File: src/common/risc14_pkg.sv
// Purpose: shared constants for the 14-bit instruction decoder
// Assumes: one instruction offered per sys_clk cycle
// Notes: opcode fields, special words, status layout, register offsets
package risc14_pkg;

   // ---------------------------------------------------------------
   // instruction classes and field positions
   // ---------------------------------------------------------------
   localparam logic [1:0] CLASS_BYTE = 2'h0;
   localparam logic [1:0] CLASS_BIT = 2'h1;
   localparam logic [1:0] CLASS_JUMP = 2'h2;
   localparam logic [1:0] CLASS_LIT = 2'h3;
   localparam int CLASS_HI = 13;
   localparam int OP_HI = 11;
   localparam int DEST_POS = 7;
   localparam int BIT_HI = 9;
   localparam int FILE_HI = 6;

   // ---------------------------------------------------------------
   // byte-oriented opcodes
   // ---------------------------------------------------------------
   localparam logic [3:0] OP_MISC = 4'h0;
   localparam logic [3:0] OP_CLEAR = 4'h1;
   localparam logic [3:0] OP_SUB = 4'h2;
   localparam logic [3:0] OP_DEC = 4'h3;
   localparam logic [3:0] OP_IOR = 4'h4;
   localparam logic [3:0] OP_AND = 4'h5;
   localparam logic [3:0] OP_XOR = 4'h6;
   localparam logic [3:0] OP_ADD = 4'h7;
   localparam logic [3:0] OP_MOVE = 4'h8;
   localparam logic [3:0] OP_COMP = 4'h9;
   localparam logic [3:0] OP_INC = 4'hA;
   localparam logic [3:0] OP_DECSKIP = 4'hB;
   localparam logic [3:0] OP_RRC = 4'hC;
   localparam logic [3:0] OP_RLC = 4'hD;
   localparam logic [3:0] OP_SWAP = 4'hE;
   localparam logic [3:0] OP_INCSKIP = 4'hF;

   // ---------------------------------------------------------------
   // literal opcodes and whole-word controls
   // ---------------------------------------------------------------
   localparam logic [3:0] OP_LIT_IOR = 4'h8;
   localparam logic [3:0] OP_LIT_AND = 4'h9;
   localparam logic [3:0] OP_LIT_XOR = 4'hA;
   localparam logic [13:0] WORD_RETURN = 14'h0008;
   localparam logic [13:0] WORD_INT_RETURN = 14'h0009;
   localparam logic [13:0] WORD_WDT_CLEAR = 14'h0064;
   localparam logic [13:0] WORD_SLEEP = 14'h0063;

   // ---------------------------------------------------------------
   // timer-zero file address (plain default)
   // ---------------------------------------------------------------
   localparam logic [6:0] TIMER_ZERO_ADDR = 7'h01;

   // ---------------------------------------------------------------
   // register port offsets and status layout
   // ---------------------------------------------------------------
   localparam logic [3:0] REG_CTRL = 4'h0;
   localparam logic [3:0] REG_ACC = 4'h1;
   localparam logic [3:0] REG_STATUS = 4'h2;
   localparam int CTRL_PSA_POS = 0;
   localparam int ST_C_POS = 0;
   localparam int ST_DC_POS = 1;
   localparam int ST_Z_POS = 2;
   localparam int ST_POWERDOWN_POS = 3;
   localparam int ST_TO_POS = 4;
   localparam logic RST_TO = 1'b1;
   localparam logic RST_POWERDOWN = 1'b1;
   localparam logic RST_PSA = 1'b1;
   localparam logic [7:0] RST_ACC = 8'h00;

endpackage

File: src/risc14_instruction_decoder.sv
// Purpose: decode and execute one 14-bit instruction word per cycle
// Assumes: file_rd_data/pin_rd_data reflect instr_word[6:0] in the same cycle
// Notes: results, writes and control pulses appear one cycle after acceptance
`timescale 1ns/1ps

module risc14_instruction_decoder
   import risc14_pkg::*;
(
   input wire logic sys_clk,
   input wire logic rst_n,
   input wire logic instr_valid,
   input wire logic [13:0] instr_word,
   input wire logic [7:0] file_rd_data,
   input wire logic [7:0] pin_rd_data,
   input wire logic file_is_io,
   input wire logic [3:0] reg_addr,
   input wire logic [7:0] reg_wdata,
   input wire logic reg_wr,
   input wire logic reg_rd,
   output logic [7:0] reg_rdata,
   output logic instr_ready,
   output logic [6:0] file_addr,
   output logic file_wr_en,
   output logic [7:0] file_wr_data,
   output logic pc_load,
   output logic [10:0] pc_target,
   output logic stack_push,
   output logic stack_pop,
   output logic nop_cycle,
   output logic int_enable_set,
   output logic prescaler_clear,
   output logic watchdog_clear,
   output logic sleep_enter,
   output logic [7:0] acc_value,
   output logic [4:0] status_flags
);

   typedef enum logic {ST_EXEC = 1'b0, ST_FLUSH = 1'b1} phase_e;

   typedef struct packed {
      phase_e phase;
      logic [7:0] acc;
      logic carry;
      logic digit_carry_flag;
      logic zero;
      logic timeout_status_bit;
      logic powerdown_status_bit;
      logic psa_timer;
      logic [6:0] file_addr;
      logic file_wr_en;
      logic [7:0] file_wr_data;
      logic pc_load;
      logic [10:0] pc_target;
      logic push;
      logic pop;
      logic gie_set;
      logic psc_clr;
      logic wdt_clr;
      logic sleep;
      logic [7:0] rdata;
   } state_s;

   state_s s_r;
   state_s s_nxt;

   // ---------------------------------------------------------------
   // adder shared by add and subtract forms
   // ---------------------------------------------------------------
   // returns {carry, digit carry, sum}
   function automatic logic [9:0] add8(input logic [7:0] a, input logic [7:0] b,
                                       input logic cin);
      logic [8:0] full;
      logic [4:0] low;
      full = {1'b0, a} + {1'b0, b} + {8'h00, cin};
      low = {1'b0, a[3:0]} + {1'b0, b[3:0]} + {4'h0, cin};
      return {full[8], low[4], full[7:0]};
   endfunction

   // ---------------------------------------------------------------
   // decode and execute
   // ---------------------------------------------------------------
   logic [1:0] iclass;
   logic [3:0] op;
   logic dest;
   logic [2:0] bsel;
   logic [6:0] faddr;
   logic [7:0] lit;
   logic [7:0] src;
   logic [7:0] res;
   logic [9:0] sum;
   logic wr_res;
   logic upd_z;
   logic upd_c;
   logic upd_dc;
   logic new_c;
   logic skip;
   logic take;

   assign iclass = instr_word[CLASS_HI -: 2];
   assign op = instr_word[OP_HI -: 4];
   assign dest = instr_word[DEST_POS];
   assign bsel = instr_word[BIT_HI -: 3];
   assign faddr = instr_word[FILE_HI:0];
   assign lit = instr_word[7:0];
   assign take = instr_valid && (s_r.phase == ST_EXEC);

   // io ports give pin levels; else forward a write still in flight
   always_comb
   begin
      if (file_is_io)
      begin
         src = pin_rd_data;
      end
      else if (s_r.file_wr_en && (s_r.file_addr == faddr))
      begin
         src = s_r.file_wr_data;
      end
      else
      begin
         src = file_rd_data;
      end
   end

   always_comb
   begin
      s_nxt = s_r;
      s_nxt.file_wr_en = 1'b0;
      s_nxt.pc_load = 1'b0;
      s_nxt.push = 1'b0;
      s_nxt.pop = 1'b0;
      s_nxt.gie_set = 1'b0;
      s_nxt.psc_clr = 1'b0;
      s_nxt.wdt_clr = 1'b0;
      s_nxt.sleep = 1'b0;
      s_nxt.rdata = 8'h00;
      s_nxt.phase = ST_EXEC;
      res = 8'h00;
      sum = 10'h000;
      wr_res = 1'b0;
      upd_z = 1'b0;
      upd_c = 1'b0;
      upd_dc = 1'b0;
      new_c = s_r.carry;
      skip = 1'b0;

      if (take)
      begin
         unique case (iclass)
            CLASS_BYTE:
            begin
               wr_res = 1'b1;
               upd_z = 1'b1;
               unique case (op)
                  OP_MISC:
                  begin
                     wr_res = dest;
                     upd_z = 1'b0;
                     res = s_r.acc;
                     if (!dest)
                     begin
                        if (instr_word == WORD_RETURN)
                        begin
                           s_nxt.pop = 1'b1;
                           s_nxt.pc_load = 1'b1;
                        end
                        else if (instr_word == WORD_INT_RETURN)
                        begin
                           s_nxt.pop = 1'b1;
                           s_nxt.pc_load = 1'b1;
                           s_nxt.gie_set = 1'b1;
                        end
                        else if (instr_word == WORD_WDT_CLEAR)
                        begin
                           s_nxt.wdt_clr = 1'b1;
                           s_nxt.timeout_status_bit = 1'b1;
                           s_nxt.powerdown_status_bit = 1'b1;
                        end
                        else if (instr_word == WORD_SLEEP)
                        begin
                           s_nxt.sleep = 1'b1;
                           s_nxt.timeout_status_bit = 1'b1;
                           s_nxt.powerdown_status_bit = 1'b0;
                        end
                     end
                  end
                  OP_CLEAR:
                  begin
                     res = 8'h00;
                  end
                  OP_SUB:
                  begin
                     sum = add8(src, ~s_r.acc, 1'b1);
                     res = sum[7:0];
                     upd_c = 1'b1;
                     upd_dc = 1'b1;
                     new_c = sum[9];
                  end
                  OP_DEC:
                  begin
                     res = src - 8'h01;
                  end
                  OP_IOR:
                  begin
                     res = s_r.acc | src;
                  end
                  OP_AND:
                  begin
                     res = s_r.acc & src;
                  end
                  OP_XOR:
                  begin
                     res = s_r.acc ^ src;
                  end
                  OP_ADD:
                  begin
                     sum = add8(src, s_r.acc, 1'b0);
                     res = sum[7:0];
                     upd_c = 1'b1;
                     upd_dc = 1'b1;
                     new_c = sum[9];
                  end
                  OP_MOVE:
                  begin
                     res = src;
                  end
                  OP_COMP:
                  begin
                     res = ~src;
                  end
                  OP_INC:
                  begin
                     res = src + 8'h01;
                  end
                  OP_DECSKIP:
                  begin
                     res = src - 8'h01;
                     upd_z = 1'b0;
                     skip = (res == 8'h00);
                  end
                  OP_RRC:
                  begin
                     res = {s_r.carry, src[7:1]};
                     upd_z = 1'b0;
                     upd_c = 1'b1;
                     new_c = src[0];
                  end
                  OP_RLC:
                  begin
                     res = {src[6:0], s_r.carry};
                     upd_z = 1'b0;
                     upd_c = 1'b1;
                     new_c = src[7];
                  end
                  OP_SWAP:
                  begin
                     res = {src[3:0], src[7:4]};
                     upd_z = 1'b0;
                  end
                  OP_INCSKIP:
                  begin
                     res = src + 8'h01;
                     upd_z = 1'b0;
                     skip = (res == 8'h00);
                  end
               endcase
            end
            CLASS_BIT:
            begin
               if (!op[3])
               begin
                  res = src;
                  res[bsel] = op[2];
                  wr_res = 1'b1;
                  upd_z = 1'b0;
               end
               else
               begin
                  skip = (src[bsel] == op[2]);
               end
            end
            CLASS_JUMP:
            begin
               s_nxt.pc_load = 1'b1;
               s_nxt.pc_target = instr_word[10:0];
               s_nxt.push = !op[3];
            end
            CLASS_LIT:
            begin
               wr_res = 1'b1;
               upd_z = 1'b1;
               if (op[3:2] == 2'b00)
               begin
                  res = lit;
                  upd_z = 1'b0;
               end
               else if (op[3:2] == 2'b01)
               begin
                  res = lit;
                  upd_z = 1'b0;
                  s_nxt.pop = 1'b1;
                  s_nxt.pc_load = 1'b1;
               end
               else if (op[3:2] == 2'b11)
               begin
                  upd_c = 1'b1;
                  upd_dc = 1'b1;
                  if (op[1])
                  begin
                     sum = add8(lit, s_r.acc, 1'b0);
                  end
                  else
                  begin
                     sum = add8(lit, ~s_r.acc, 1'b1);
                  end
                  res = sum[7:0];
                  new_c = sum[9];
               end
               else if (op == OP_LIT_IOR)
               begin
                  res = s_r.acc | lit;
               end
               else if (op == OP_LIT_AND)
               begin
                  res = s_r.acc & lit;
               end
               else if (op == OP_LIT_XOR)
               begin
                  res = s_r.acc ^ lit;
               end
               else
               begin
                  wr_res = 1'b0;
                  upd_z = 1'b0;
               end
            end
         endcase

         // literal results always land in the accumulator
         if (wr_res)
         begin
            if (iclass != CLASS_LIT && (dest || iclass == CLASS_BIT))
            begin
               s_nxt.file_wr_en = 1'b1;
               s_nxt.file_addr = faddr;
               s_nxt.file_wr_data = res;
               s_nxt.psc_clr = (faddr == TIMER_ZERO_ADDR) && s_r.psa_timer;
            end
            else
            begin
               s_nxt.acc = res;
            end
         end
         if (upd_z)
         begin
            s_nxt.zero = (res == 8'h00);
         end
         if (upd_c)
         begin
            s_nxt.carry = new_c;
         end
         if (upd_dc)
         begin
            s_nxt.digit_carry_flag = sum[8];
         end
         if (skip || s_nxt.pc_load)
         begin
            s_nxt.phase = ST_FLUSH;
         end
      end

      // ---------------------------------------------------------------
      // register port
      // ---------------------------------------------------------------
      if (reg_wr && reg_addr == REG_CTRL)
      begin
         s_nxt.psa_timer = reg_wdata[CTRL_PSA_POS];
      end
      if (reg_rd)
      begin
         unique case (reg_addr)
            REG_CTRL: s_nxt.rdata = {7'h00, s_r.psa_timer};
            REG_ACC: s_nxt.rdata = s_r.acc;
            REG_STATUS: s_nxt.rdata = {3'h0, status_flags};
            default: s_nxt.rdata = 8'h00;
         endcase
      end
   end

   always_ff @(posedge sys_clk or negedge rst_n)
   begin
      if (!rst_n)
      begin
         s_r <= '0;
         s_r.phase <= ST_EXEC;
         s_r.acc <= RST_ACC;
         s_r.timeout_status_bit <= RST_TO;
         s_r.powerdown_status_bit <= RST_POWERDOWN;
         s_r.psa_timer <= RST_PSA;
      end
      else
      begin
         s_r <= s_nxt;
      end
   end

   // ---------------------------------------------------------------
   // outputs
   // ---------------------------------------------------------------
   assign instr_ready = (s_r.phase == ST_EXEC);
   assign nop_cycle = (s_r.phase == ST_FLUSH);
   assign reg_rdata = s_r.rdata;
   assign file_addr = s_r.file_addr;
   assign file_wr_en = s_r.file_wr_en;
   assign file_wr_data = s_r.file_wr_data;
   assign pc_load = s_r.pc_load;
   assign pc_target = s_r.pc_target;
   assign stack_push = s_r.push;
   assign stack_pop = s_r.pop;
   assign int_enable_set = s_r.gie_set;
   assign prescaler_clear = s_r.psc_clr;
   assign watchdog_clear = s_r.wdt_clr;
   assign sleep_enter = s_r.sleep;
   assign acc_value = s_r.acc;
   assign status_flags[ST_C_POS] = s_r.carry;
   assign status_flags[ST_DC_POS] = s_r.digit_carry_flag;
   assign status_flags[ST_Z_POS] = s_r.zero;
   assign status_flags[ST_POWERDOWN_POS] = s_r.powerdown_status_bit;
   assign status_flags[ST_TO_POS] = s_r.timeout_status_bit;

endmodule

File: config.mk
export PLATFORM = sky130hd
export DESIGN_NAME = risc14_instruction_decoder
export DESIGN_NICKNAME = d
export VERILOG_FILES = /design/src/common/risc14_pkg.sv /design/src/risc14_instruction_decoder.sv
export SDC_FILE = /design/constraint.sdc
export NUM_CORES = 1
export LEC_CHECK = 0
export ABC_AREA = 1
export BUFFER_PORTS_ARGS = -buffer_cell sky130_fd_sc_hd__buf_2
export CORE_ASPECT_RATIO = 0.75
export CORE_MARGIN = 2
export CORE_UTILIZATION = 28
export DETAILED_ROUTE_END_ITERATION = 10
export PLACE_DENSITY = 0.57
export SYNTH_ARGS = -nofsm -noshare
export SYNTH_HDL_FRONTEND = slang
export SYNTH_SLANG_ARGS = --single-unit
File: constraint.sdc
create_clock -name sys_clk -period 4.3 [get_ports sys_clk]
set_input_delay 1.075 -clock sys_clk [delete_from_list [all_inputs] [get_ports sys_clk]]
set_output_delay 1.075 -clock sys_clk [all_outputs]
set_load 0.01 [all_outputs]
; ---- Yosys cells after proc, flatten, opt, wreduce, memory -nomap -nowiden
; Cells that the tools add are included.
[word_totals]
inputBits = 48
wordCells = 214
out_inout_bits = 57
regBits = 57
[classes]
n_mux = 101
addsub = 14
bitwise_logic = 13
n_lt_le_gt_ge = 2
n_reduce_logical = 30
eq_ne = 34
[ops]
columns = op, n
row1 = one-hot mux 8 bit (14 select lines), 1
row2 = two-way mux 8 bit, 13
row3 = one-hot mux 8 bit (3 select lines), 2
row4 = two-way mux 1 bit, 46
row5 = two-way mux 9 bit, 5
row6 = adder 8 x 8 -> 9 bit, 4
row7 = one-hot mux 9 bit (2 select lines), 2
row8 = equality test 4 bit (second input constant), 8
row9 = two-way mux 2 bit, 15
row10 = equality test 14 x 4 -> 1 bit (second input constant), 2
row11 = equality test 14 x 7 -> 1 bit (second input constant), 2
row12 = two-way mux 27 bit, 1
row13 = zero test 8 bit, 3
row14 = adder 4 x 4 -> 5 bit, 4
row15 = adder 9 x 1 -> 9 bit (second input constant), 2
row16 = bitwise AND 8 bit, 2
row17 = equality test 4 x 3 -> 1 bit (second input constant), 4
row18 = NOT 8 bit, 2
row19 = OR 8 bit, 2
row20 = XOR 8 bit, 2
row21 = two-way mux 14 bit, 1
row22 = one-hot mux 1 bit (2 select lines), 7
row23 = AND reduction 7 bit, 2
row24 = equality test 4 x 2 -> 1 bit (second input constant), 3
row25 = other kinds (32), 59

; ---- Logic depth before layout (Yosys ltp)
; Gate-level depths: netlist (run 1).
[logic_depth]
depth_word = 13
mapped_depth = 31

; ---- Least setup slack after synthesis (run 1)
; Ideal clock, no wire load.
[synth_timing]
kind = input to register
startpoint = in instr_word[5]
endpoint = reg s_r (netlist bit status_flags[2])
setup_time_ps = 65
path_slack_ps = 420
cell_stages = 29
arrival_time_ps = 3815
path_buffers = 0
cell_sequence = inv_1 > a21oi_4 > nand2_2 > nor2_8 > nand2_2 > nand2_1 > nand3_1 > o21ai_1 > ha_1 > fa_1 > inv_1 > nor2_1 > o21ai_0 > nand2_1 > o21ai_0 > a21oi_1 > nor2_1 > nand4_1 > nor2_1 > nand2_1 > nor2_1 > nand2_1 > nand2_1 > nand2_1 > nand2_1 > nand3_1 > nor2_1 > nand2_1 > nand2_1
[synth_via]
elab_chain_cells = 10
elab_cells_between_ends = 32
cone_classes = add/sub: 8 / eq/ne: 1 / mux: 14 / bitwise: 7 / reduce/logical: 2
[synth_lines]
columns = element, line_no
row1 = start: declaration, risc14_instruction_decoder.sv:12  ; input wire logic [13:0] instr_word,
row2 = equality test 7 bit / XOR 8 bit (equally long branches), "risc14_instruction_decoder.sv:114, risc14_instruction_decoder.sv:328"
row3 = logical AND 1 bit / two-way mux 8 bit (equally long branches), "risc14_instruction_decoder.sv:114, risc14_instruction_decoder.sv:326"
row4 = two-way mux 8 bit (on tied branches), "risc14_instruction_decoder.sv:114, risc14_instruction_decoder.sv:322"
row5 = two-way mux 8 bit (on tied branches), "risc14_instruction_decoder.sv:110, risc14_instruction_decoder.sv:318"
row6 = adder 8 x 8 -> 9 bit / two-way mux 8 bit (equally long branches), "risc14_instruction_decoder.sv:74, risc14_instruction_decoder.sv:303"
row7 = adder 9 x 1 -> 9 bit / two-way mux 8 bit (equally long branches), "risc14_instruction_decoder.sv:74, risc14_instruction_decoder.sv:296"
row8 = one-hot mux 8 bit (14 select lines) / two-way mux 8 bit (equally long branches), "risc14_instruction_decoder.sv:153, risc14_instruction_decoder.sv:291"
row9 = one-hot mux 8 bit (3 select lines) (*), risc14_instruction_decoder.sv:148  ; unique case (iclass)
row10 = two-way mux 8 bit (*), risc14_instruction_decoder.sv:146  ; if (take)
row11 = zero test 8 bit (*), risc14_instruction_decoder.sv:355  ; s_nxt.zero = (res == 8'h00);
row12 = end signal: assignment, risc14_instruction_decoder.sv:402  ; s_r <= s_nxt;
row13 = end: declaration, risc14_instruction_decoder.sv:63  ; state_s s_r;
; Every way passes the cells marked *; elsewhere a longest branch is shown, timed or not. The select of a mux whose other input is x is not followed.
; A chain may end at the register's enable or synchronous reset.

; ---- Worst setup path after layout (run 1)
[layout_timing]
startpoint = in instr_word[4]
endpoint = reg s_r (netlist bit status_flags[2])
; Same word-level chain as after synthesis.

==> key figures, run 1 <==
Outcome
  – Status: finished clean

STA
  – Period minus WS final: 4070 ps
  – FMAX: 246 MHz
  – Crit share post-route: 94.5%
  – Measured slew at the worst slew-check pin: between 900 and 1000 ps
  – Worst Clk Skew: 14.1 ps
  – Fin. Hold Viols: 0
  – Max-slew headroom: 34.6%
  – RSZ-0062 raised after global routing: no
  – Setup-failing EPs final: 0
  – Final Max Tran Viols: 0

Synthesis
  – Syn_nets: 1167
  – Seq/Total Area, Yosys: 20.6%
  – Ys async rst share: 100%
  – EDFF count, synth: 0
  – Avg Inst Size Synth: 6.44 µm²
  – Synth Register Bits: 56
  – Mapped cell area: 0.00682 mm²
  – Syn. warnings: 0
  – Syn Inst Count: 1059
  – Dominant synthesized flop cell: dfrtp_1
  – Yosys cell types: a little under 60

Clock tree
  – CTS Buf Count: 5
  – TritonCTS clock tree: yes
  – H-Tree Depth: 2
  – Setup bufs post-CTS: 0
  – Clock Latency Late Sink: 320 ps
  – Root Driver: clkbuf_16
  – Clock buffer depth: 2
  – Total clock sinks: 56
  – Hold buffer count at cts: 0
  – Cts repair resizes: 0
  – Clock slew at reported path FFs: roughly 80 ps

Global route
  – Initial antenna violation count: 0
  – Vias in the first global route: 6906
  – Global-route wire length before repair: 41100 µm
  – Grt total ovfl: 0
  – Total GRT Usage: 21.2%
  – Largest net degree at the start of global routing: 32

Hold path
  – Hold Path End: pc_target[4]
  – Hold path start: pc_target[4]
  – Min-delay worst type: register to register
  – Cells on Worst Hold Path: 2

Drt
  – Iter 0 DRT Violations: around 750
  – DR DRC count: 0
  – Initial DRT Pass Iterations: 5
  – Post-DR wirelength/cell: 18.0 µm
  – Remaining antenna violation count: 0
  – Vias/cell: 4.99
  – Vias post-DR: 7564
  – Total wire length: 27300 µm

Pwr
  – Seq pwr share: 31.0%
  – Clk pwr share: 18.5%
  – Net Sw Power: 1110 µW
  – Proportion of power drawn by combinational gates: 50.4%
  – Worst IR Drop VDD: about 180 µV
  – Total power draw: 2380 µW
  – Net Sw Frac: 46.8%
  – P_leak: 0.00421 µW
  – P per Cell Area: between 200 and 300 mW/mm²
  – Internal: 1270 µW

Placement
  – Number of buffers added on ports: 96
  – Routability cong.: about 0.98
  – DP HPWL: 22400 µm

Floorplanning
  – DIE WIDTH: 184 µm
  – Die area: 0.0256 mm²
  – Initial Utilization: ~28%
  – Ports: ~110
  – Die Ht: 139 µm
  – Rows: a little under 50
  – Core area: 0.0240 mm²

Setup path
  – Worst path required time: 4510 ps
  – WS Path Type: input pin to register
  – Worst setup SP type: input pin
  – Critical R2R Launch: file_addr[5]
  – Max FO, Critical Path: 5
  – CP arrival: 4270 ps
  – Setup crit start: instr_word[4]
  – Reg2reg path depth: 28
  – Critical Path End Type: register
  – R2R Setup Slk: around 650 ps
  – Reg2reg end: status_flags[2]

Finish
  – Diodes inserted: 0
  – Area growth from synthesis to layout: 18.5%
  – Final Core Density: 33.7%
  – Fin nets: between 1000 and 1500
  – Layout cells sized above 1: 23.3%

Job
  – Max-cap violations: 0
-- critical path, cell delays in order --
cell and delay, ps:
buf_2 120, inv_2 50, nand2_1 50, nand2_1 90, nand2_1 100, nor2_4 190, nand3_1 160, nand3_2 110
nand2_1 140, buf_4 170, ha_1 180, inv_1 100, nand2_1 90, ha_1 200, nor2_1 120, inv_1 50
nand2_1 80, nand2_1 180, nand3_1 170, nand2_1 60, nand2_1 70, nand3_1 120, nand2_2 140, nand2_1 70
a21oi_2 210, nor2_1 60, nand2_1 70, nand2_1 50
-- worst max-delay path by stage --
stage	endpoint	slack [ps]	depth (start not counted)
final	status_flags[2]	230	28
after global routing	status_flags[2]	7	30
after CTS	file_wr_data[5]	170	27
after detailed placement	file_wr_data[5]	-160	27
after global placement	file_wr_data[5]	-110	27
after floorplan	status_flags[2]	420	29
-- stage by stage --
step	TNS (ps)	instances	worst slack (ps)	area (µm²)	hold slack, ps
4_1_cts	0	1516	173	8070	490
3_3_place_gp	-575	1508	-115	7920	466
6_report	0	1516	234	8080	483
2_1_floorplan	0	1059	420	6820	454
5_1_grt	0	1516	7.26	8080	510
3_5_place_dp	-848	1508	-160	7920	471
-- logic make-up (layout without fill, tap and decap cells) --
family,Yosys count,count (layout),synth area share (%)
AOI/OAI and AO/OA,205,205,17.3
xor gates and xnor gates,3,3,0.386
adders and majority gates,60,60,11.3
buffers and inverters,214,340,14.8
DFF,56,56,20.6
muxes,1,1,0.165
other,1,1,0.0550
and+or+nand+nor,519,519,35.3
-- flip-flops by register name, summed over array words and instances (netlist names) --
name and flops:
int_enable_set 1, file_wr_data 8, stack_push 1, acc_value 8, sleep_enter 1, pc_load 1
watchdog_clear 1, file_addr 7, s_r 1, reg_rdata 8, nop_cycle 1, pc_target 11
file_wr_en 1, prescaler_clear 1, status_flags 4, stack_pop 1
-- cell type report --
class                   instances  area, µm²
flip-flops and latches         56       1400
clock inverters                 3       25.0
inverters                     147        554
clock buffers                   5        125
fillers                      2637      15900
repair buffers                185       1150
multi-input cells             789       4410
well taps                     331        414
-- cells in the mapped netlist, types with 2 or more instances --
cell type / count / area (µm²)
nor3_1: 7 / 35.0
nand2_4: 8 / 90.1
nor4_1: 3 / 18.8
a32o_1: 2 / 20.0
or2_2: 9 / 56.3
nand3b_1: 5 / 37.5
buf_4: 49 / 368
nand3_1: 68 / 340
nor2_1: 85 / 319
o21ai_2: 2 / 17.5
inv_2: 11 / 41.3
buf_6: 2 / 22.5
o21ai_1: 14 / 70.1
o2111ai_1: 2 / 17.5
a221oi_1: 5 / 43.8
nor2_4: 4 / 45.0
a211oi_1: 3 / 22.5
nand4_1: 15 / 93.8
a21oi_2: 2 / 17.5
buf_2: 3 / 15.0
o221ai_1: 3 / 26.3
nor2_2: 4 / 25.0
clkinv_1: 4 / 15.0
nand3_2: 9 / 90.1
o22ai_1: 14 / 87.6
a31oi_1: 5 / 31.3
clkbuf_1: 11 / 41.3
dfrtp_1: 54 / 1350
ha_1: 57 / 713
inv_1: 131 / 492
o311ai_0: 2 / 17.5
nand2_1: 275 / 1030
o21ai_0: 89 / 445
nand2_2: 20 / 125
a32oi_1: 2 / 17.5
a21oi_1: 47 / 235
fa_1: 3 / 60.1
o211ai_1: 6 / 45.0
nor2_8: 2 / 40.0
xor2_1: 2 / 17.5
dfstp_2: 2 / 52.6
-- power groups by stage --
stage               registers (µW)  clock network, µW  logic, µW
floorplan                      688                  0        823
global placement               744                  0       1160
finish                         739                441       1200
CTS                            734                451       1180
global route                   749                472       1330
detailed placement             744                  0       1170
-- placed cells by master, fill, tap and decap left out, types with 7 or more instances in the layout --
| cell type | Yosys | routed |
|---|---|---|
| a21oi_1 | 47 | 47 |
| buf_2 | 3 | 96 |
| buf_4 | 49 | 89 |
| dfrtp_1 | 54 | 54 |
| ha_1 | 57 | 56 |
| inv_1 | 131 | 131 |
| inv_2 | 11 | 11 |
| nand2_1 | 275 | 274 |
| nand2_2 | 20 | 21 |
| nand2_4 | 8 | 8 |
| nand3_1 | 68 | 68 |
| nand3_2 | 9 | 9 |
| nand4_1 | 15 | 15 |
| nor2_1 | 85 | 85 |
| nor3_1 | 7 | 7 |
| o21ai_0 | 89 | 85 |
| o21ai_1 | 14 | 18 |
| o22ai_1 | 14 | 14 |
| or2_2 | 9 | 9 |
-- metal layers --
layer / vias to the layer above / global-route usage [%] / routed length, µm / part of all wire (%)
met1: 3486 / 32.7 / 13100 / 48
met3: 26 / 6.99 / 3400 / 12
li1: 3662 / - / - / -
met2: 390 / 28.0 / 10300 / 38
met5: - / 0 / 0 / 0
met4: 0 / 4.46 / 443 / 1.6
Note: power is estimated with default switching activity, not from simulation.
==> run 2, diff against run 1 <==
--- a/config.mk
+++ b/config.mk
@@ -5,7 +5,6 @@
 export SDC_FILE = /design/constraint.sdc
 export NUM_CORES = 1
 export LEC_CHECK = 0
-export ABC_AREA = 1
 export BUFFER_PORTS_ARGS = -buffer_cell sky130_fd_sc_hd__buf_2
 export CORE_ASPECT_RATIO = 0.75
 export CORE_MARGIN = 2
==> run 2 against run 1 <==
Against the previous run:
- the run now ends with negative setup slack left
- via count fell by 3.9%
- global-route usage rose by 0.98 points
- first-iteration DRC count rose by 9.1%
- final area rose by 10%
- worst setup slack got worse by 500 ps
- utilization rose by 3.7 points
- sequential power rose by 4.2%
- cell count fell by 13%
- synthesized cell count fell by 20%
- clock power rose by 12%
- critical path depth fell by 8
- largest cell class unchanged
==> key figures, run 2 <==
Floorplanning
  – Rows: 49 (unchanged)
  – Initial Utilization: 28.3% (-0.090 points)
  – Ports: 105 (unchanged)
  – DIE WIDTH: 183 µm (-0.53%)
  – Die area: 0.0254 mm² (-1.1%)
  – Core area: 0.0238 mm² (-0.77%)
  – Die Ht: 138 µm (-0.53%)

Pwr
  – Worst IR Drop VDD: 176 µV (-0.32%)
  – P per Cell Area: 374 mW/mm² (+27%)
  – P_leak: 0.00397 µW (-5.8%)

Global route
  – Global-route wire length before repair: 42800 µm (+4.2%)
  – Vias in the first global route: 6894 (-0.17%)
  – Largest net degree at the start of global routing: 36 (+13%)
  – Initial antenna violation count: 0 (unchanged)
  – Grt total ovfl: 0 (unchanged)
  – Total GRT Usage: 22.2% (+0.98 points)

STA
  – FMAX: 219 MHz (-11%)
  – Setup-failing EPs final: 8 (+8)
  – Max-slew headroom: 46.9% (+12 points)
  – Worst Clk Skew: 6.25 ps (-7.82 ps)
  – Final Max Tran Viols: 0 (unchanged)
  – RSZ-0062 raised after global routing: yes
  – Setup tns final: -892 ps (-892 ps)
  – Measured slew at the worst slew-check pin: 797 ps (-181 ps)
  – Period minus WS final: 4570 ps (+504 ps)
  – Crit share post-route: 106% (+12 points)
  – Fin. Hold Viols: 0 (unchanged)
  – Fin worst setup slack: -270 ps (-504 ps)

Synthesis
  – Synth cell count leaders: nor2_1, a21oi_1, nand2_1
  – Leading area contributor after synthesis: dfrtp_1
  – Seq/Total Area, Yosys: 20.8% (+0.23 points)
  – Most numerous cell in the Yosys netlist: nor2_1
  – Mapped cell area: 0.00674 mm² (-1.1%)
  – Syn_nets: 954 (-18%)
  – Ys async rst share: 100% (unchanged)
  – Syn. warnings: 0 (unchanged)
  – Yosys cell types: 90 (+53%)
  – Synth Register Bits: 56 (unchanged)
  – Dominant synthesized flop cell: dfrtp_1
  – Synth area leaders: dfrtp_1, ha_1, buf_4, a21oi_1, nor2_1
  – Avg Inst Size Synth: 7.97 µm² (+24%)
  – EDFF count, synth: 0 (unchanged)
  – Syn Inst Count: 846 (-20%)
  – Top cell type's share of synthesized area: 20.0% (+0.22 points)

Setup path
  – CP peak stage delay: 420 ps (+210 ps)
  – Buffers and inverters on the worst path: 5 (unchanged)
  – Max stage delay cell, worst path: a2111o_1
  – Most common cell on crit path: nand4_1
  – Max FO, Critical Path: 6 (+1)
  – Worst path required time: 4550 ps (+40 ps)
  – WS Path Type: input pin to register
  – CP delay by family, top: compound AO/OA/AOI/OAI gates
  – Worst setup SP type: input pin
  – Critical Path End Type: register
  – CP arrival: 4820 ps (+550 ps)
  – Crit path cell chain: buf_8 > xnor2_2 > nand4_1 > buf_4 > buf_6 > nor2_4 > buf_12 > o311ai_4 > inv_4 > ha_4 > fa_2 > a21oi_2 > o21ai_1 > a2111o_1 > a221oi_2 > a31oi_1 > nor2_1 > nand4_1 > nor3_2 > a41o_1

Drt
  – Initial DRT Pass Iterations: 5 (unchanged)
  – DR DRC count: 0 (unchanged)
  – Iter 0 DRT Violations: 819 (+9.1%)
  – Vias/cell: 5.50 (+10%)
  – Remaining antenna violation count: 0 (unchanged)
  – Post-DR wirelength/cell: 21.8 µm (+21%)
  – Vias post-DR: 7271 (-3.9%)
  – Total wire length: 28800 µm (+5.5%)

Clock tree
  – Clock buffer depth: 2 (unchanged)
  – Hold buffer count at cts: 0 (unchanged)
  – CTS Buf Count: 5 (unchanged)
  – Total clock sinks: 56 (unchanged)
  – TritonCTS clock tree: yes
  – Root Driver: clkbuf_16
  – Clock Latency Late Sink: 310 ps (about the same)
  – H-Tree Depth: 2 (unchanged)
  – Clock slew at reported path FFs: 80 ps (about the same)

Finish
  – Area growth from synthesis to layout: 32.0%
  – Fin nets: 1122 (-13%)
  – Fillers: 2518 (-4.5%)
  – Cell area after layout: 0.00890 mm² (+10%)
  – Post-Layout Cell Count: 1321 (-13%)
  – Most common cell after layout, fill and taps aside: buf_4
  – Layout cells sized above 1: 35.6% (+12 points)
  – Max reg flops: 11 (unchanged)
  – Most frequent cells in the layout: buf_4, buf_2, nor2_1
  – Diodes inserted: 0 (unchanged)

Hold path
  – Min-delay worst type: register to register

Placement
  – Cells after DPL: 1303 (-14%)
  – Area post-placement: 0.00826 mm² (+4.3%)
  – DP HPWL: 22600 µm (+1.2%)
  – Number of buffers added on ports: 96 (unchanged)
  – Routability cong.: 0.982 (+0.66%)

Outcome
  – Status: complete, but fails checks
  – Failing checks: negative setup slack

Job
  – Max-cap violations: 0 (unchanged)
-- run 2: cell count changes after synthesis, moves of 17 or more --
cell / delta
o21ai_0: -38
nand2_2: -20
a21oi_1: +21
clkbuf_1: +21
xnor2_1: +19
nand3_1: -53
inv_1: -89
nand2_1: -217
mux2i_1: +19
nand2b_1: +17
-- run 2: cell type report --
class	count	area [µm²]	share of cell area [%]
Tap cell	306	383	4.30
Timing Repair Buffer	254	1740	19.6
Clock inverter	2	38.8	0.436
Inverter	50	200	2.25
Sequential cell	56	1400	15.8
Clock buffer	6	139	1.56
Multi-Input combinational cell	647	4990	56.1
-- run 2: report_power, final --
part           total, µW  leakage, µW  internal (µW)  switching [µW]
combinational       2060      0.00318            926            1140
sequential           770     0.000702            635             135
clock                495    0.0000871            292             203
total               3330      0.00397           1850            1470
-- run 2: worst paths after layout --
kind / from / to / slack, ps / cells past startpoint
max in group asynchronous: rst_n / pc_target[7] / 2750 / 2
worst max-delay path: instr_word[1] / status_flags[2] / -270 / 20
worst min-delay path: pc_target[9] / pc_target[9] / 480 / 2
worst min register to register: pc_target[9] / pc_target[9] / 480 / 2
min in group asynchronous: rst_n / file_addr[0] / 850 / 1
worst max register to register: file_addr[0] / status_flags[2] / 100 / 17
-- run 2: stage by stage --
stage          setup WS [ps]  hold WS [ps]  power (µW)  utilization [%]
2_1_floorplan          -46.1           451        1930                -
3_3_place_gp            -580           461        2590             34.7
3_5_place_dp            -720           472        2620             34.7
5_1_grt                 -344           506        3520             37.4
6_report                -270           483        3330             37.4
4_1_cts                 -276           491        3210             36.4
-- run 2: what timing repair did --
item / CTS / global route
gates resized for setup: 35 / 41
hold endpoints to repair: 0 / 0
pin swaps: 25 / 29
buffers inserted: 6 / 7
endpoints found under the setup margin: 12 / 17
-- run 2: routing by layer --
layer / vias up / track usage (%) / share of wire (%) / wire (µm)
li1: 3381 / - / - / -
met1: 3512 / 35.8 / 49 / 14200
met2: 356 / 29.5 / 39 / 11200
met3: 22 / 5.72 / 11 / 3030
met4: 0 / 2.91 / 1.0 / 287
met5: - / 0 / 0 / 0
-- run 2: worst register-to-register path: stages, from the launching register on --
cell and delay [ps]:
dfrtp_1 450, xnor2_4 190, nand4_1 230, buf_4 210, or4_4 430, o311ai_4 140, inv_4 70, ha_4 170
fa_2 410, a21oi_2 180, o21ai_1 90, a2111o_1 420, a221oi_2 170, a31oi_1 160, nor2_1 150, nand4_1 150
nor3_2 300, a41o_1 210
-- run 2: cells by family after synthesis --
group,Yosys count,share of synthesized area (%)
simple gates,255,19.8
flops,56,20.8
buf+inv,143,11.2
xor+xnor,28,3.75
fa+ha+maj,60,11.5
other cells,1,0.0556
mux,36,5.72
compound gates,267,27.2
==> run 3, diff against run 2 <==
--- a/config.mk
+++ b/config.mk
@@ -11,6 +11,7 @@
 export CORE_UTILIZATION = 28
 export DETAILED_ROUTE_END_ITERATION = 10
 export PLACE_DENSITY = 0.57
+export SKIP_LAST_GASP = 1
 export SYNTH_ARGS = -nofsm -noshare
 export SYNTH_HDL_FRONTEND = slang
 export SYNTH_SLANG_ARGS = --single-unit
==> constraint.sdc (replaced) <==
create_clock -name sys_clk -period 5.2 [get_ports sys_clk]
set_input_delay 1.3 -clock sys_clk [delete_from_list [all_inputs] [get_ports sys_clk]]
set_output_delay 1.3 -clock sys_clk [all_outputs]
set_load 0.01 [all_outputs]
==> run 3 against run 2 <==
Against the previous run:
- cell count fell by 5.2%
- utilization decreased by 4.4 points
- the run now ends clean
- die area stayed put
- critical path type unchanged
- clock power shrank 26%
- worst setup slack better by 510 ps
- non-clock buffer count decreased by 70
- via count fell by 2.0%
- count of clock-buffer cells in the layout decreased by 1
- power is 26% lower
- register-to-register slack improved by 840 ps
- hold slack got worse by 5.4 ps
- highest routed layer unchanged
==> key figures, run 3 (synthesis gave the netlist of run 2 again) <==
Pwr
  – Worst IR Drop VDD: 156 µV (-11%)
  – P per Cell Area: 314 mW/mm² (-16%)
  – Total power draw: 2470 µW (-26%)
  – P_leak: 0.00350 µW (-12%)

Drt
  – Vias/cell: 5.69 (+3.4%)
  – Iter 0 DRT Violations: 891 (+8.8%)
  – Initial DRT Pass Iterations: 7 (+2)
  – DR DRC count: 0 (unchanged)
  – Remaining antenna violation count: 0 (unchanged)
  – Total wire length: 27500 µm (-4.4%)
  – Vias post-DR: 7124 (-2.0%)
  – Post-DR wirelength/cell: 22.0 µm (+0.87%)

Finish
  – Layout cells sized above 1: 25.6% (-10 points)
  – Area growth from synthesis to layout: 16.6%
  – Max reg flops: 11 (unchanged)
  – Fin nets: 1052 (-6.2%)
  – Most frequent cells in the layout: buf_2, buf_4, nor2_1
  – Final Core Density: 33.1% (-4.4 points)
  – Most common cell after layout, fill and taps aside: buf_2

Floorplanning
  – Initial Utilization: 28.3% (unchanged)
  – Ports: 105 (unchanged)
  – Die Ht: 138 µm (unchanged)
  – DIE WIDTH: 183 µm (unchanged)
  – Die area: 0.0254 mm² (unchanged)
  – Core area: 0.0238 mm² (unchanged)
  – Rows: 49 (unchanged)

Setup path
  – Reg2reg path depth: 20 (+3)
  – Worst path required time: 5450 ps (+900 ps)
  – Reg2reg end: status_flags[2]
  – Critical Path End Type: register
  – Crit path cell chain: buf_2 > xnor2_1 > nand4_1 > buf_4 > or4_1 > o311ai_2 > inv_4 > ha_1 > fa_1 > nand2b_1 > a21oi_1 > nor2_1 > buf_4 > o21a_1 > o211ai_1 > a221o_1 > a211oi_1 > a31oi_1 > a211oi_2 > buf_4 > a41o_1
  – WS Path Type: input pin to register
  – CP arrival: 5210 ps (+390 ps)
  – Max stage delay cell, worst path: or4_1
  – R2R Setup Slk: 940 ps (+840 ps)
  – Max FO, Critical Path: 5 (-1)
  – CP peak stage delay: 490 ps (+70 ps)
  – Worst setup SP type: input pin
  – Most common cell on crit path: buf_4
  – Critical R2R Launch: file_addr[6]

STA
  – Max-slew headroom: 26.1% (-21 points)
  – Setup-failing EPs final: 0 (-8)
  – Final Max Tran Viols: 0 (unchanged)
  – Fin. Hold Viols: 0 (unchanged)
  – Crit share post-route: 95.4%
  – Worst Clk Skew: 5.59 ps (-0.669 ps)
  – Fin worst setup slack: 237 ps (+507 ps)
  – Measured slew at the worst slew-check pin: 1090 ps (+296 ps)
  – Period minus WS final: slightly below 5000 ps
  – RSZ-0062 raised after global routing: no
  – Hold Slack: 478 ps (-5.37 ps)
  – FMAX: 201 MHz

Global route
  – Initial antenna violation count: 0 (unchanged)
  – Grt total ovfl: 0 (unchanged)
  – Total GRT Usage: 21.3% (-0.92 points)
  – Global-route wire length before repair: 41100 µm (-4.1%)
  – Vias in the first global route: 6459 (-6.3%)
  – Largest net degree at the start of global routing: 57 (+58%)

Hold path
  – Cells on Worst Hold Path: 2 (unchanged)
  – Min-delay worst type: register to register
  – Hold Path End: pc_target[5]
  – Hold path start: pc_target[5]

Placement
  – Number of buffers added on ports: 96 (unchanged)
  – DP HPWL: 21400 µm (-5.3%)
  – Pre-CTS WS: -34.9 ps (+685 ps)
  – Routability cong.: 1.00 (+2.2%)

Clock tree
  – Cts repair resizes: 0 (-100%)
  – Clock Latency Late Sink: 310 ps (about the same)
  – Clock slew at reported path FFs: 80 ps (about the same)
  – Root Driver: clkbuf_16
  – H-Tree Depth: 2 (unchanged)
  – CTS Buf Count: 5 (unchanged)
  – TritonCTS clock tree: yes
  – Hold buffer count at cts: 0 (unchanged)
  – Setup bufs post-CTS: 0 (-6)
  – Clock buffer depth: 2 (unchanged)
  – Total clock sinks: 56 (unchanged)

Outcome
  – Status: finished clean

Job
  – Max-cap violations: 0 (unchanged)
==> run 3: changes by cell type in the layout (fill, tap and decap cells not counted), sizes merged <==
cell      previous run  this run
buf                254       184
inv                 48        50
bufinv               1         0
clkbuf               6         5
clkinv               3         2
clkinvlp             0         1
diode                0         1
==> run 3: per-stage QoR <==
step | std cells | area [µm²] | setup TNS (ps)
floorplan | 846 | 6740 | 0
global placement | 1243 | 7710 | 0
detailed placement | 1243 | 7710 | -89.5
CTS | 1251 | 7860 | 0
global route | 1251 | 7860 | 0
finish | 1252 | 7860 | 0
==> run 3: worst max-delay path, delay by kind of cell <==
kind                     cells  cell delay, ps
adder cells (fa/ha/maj)      2             630
AO/OA/AOI/OAI                9            1490
buffers and inverters        5             730
XOR/XNOR                     1             190
AND/OR/NAND/NOR              4             870
==> run 3: worst max path at each step <==
stage	startpoint	end	slack, ps	cells after the start
2_1_floorplan	instr_word[2]	status_flags[2]	390	18
3_3_place_gp	instr_word[0]	acc_value[6]	90	21
3_5_place_dp	instr_word[6]	acc_value[6]	-30	21
4_1_cts	instr_word[6]	status_flags[2]	270	21
5_1_grt	instr_word[6]	acc_value[6]	60	21
6_report	instr_word[6]	status_flags[2]	240	21
==> run 3: per-layer routing <==
layer / GRT usage, % / part of all wire [%] / vias up
met3: 7.82 / 14 / 21
li1: - / - / 3241
met2: 27.2 / 37 / 463
met1: 33.6 / 48 / 3399
met4: 3.20 / 1.0 / 0
met5: 0 / 0 / -
==> run 3: final cells by class <==
| type | instances | area (µm²) |
|---|---|---|
| fillers | 2546 | 15900 |
| multi-input cells | 647 | 4590 |
| flip-flops and latches | 56 | 1400 |
| repair buffers | 184 | 1140 |
| well taps | 306 | 383 |
| inverters | 50 | 195 |
| clock buffers | 5 | 125 |
| clock inverters | 3 | 25.0 |
| diodes | 1 | 2.50 |
==> run 3: report_power, final <==
part / internal (µW) / leakage, µW / switching [µW]
sequential: 524 / 0.000702 / 166
combinational: 597 / 0.00272 / 816
clock: 183 / 0.0000708 / 181
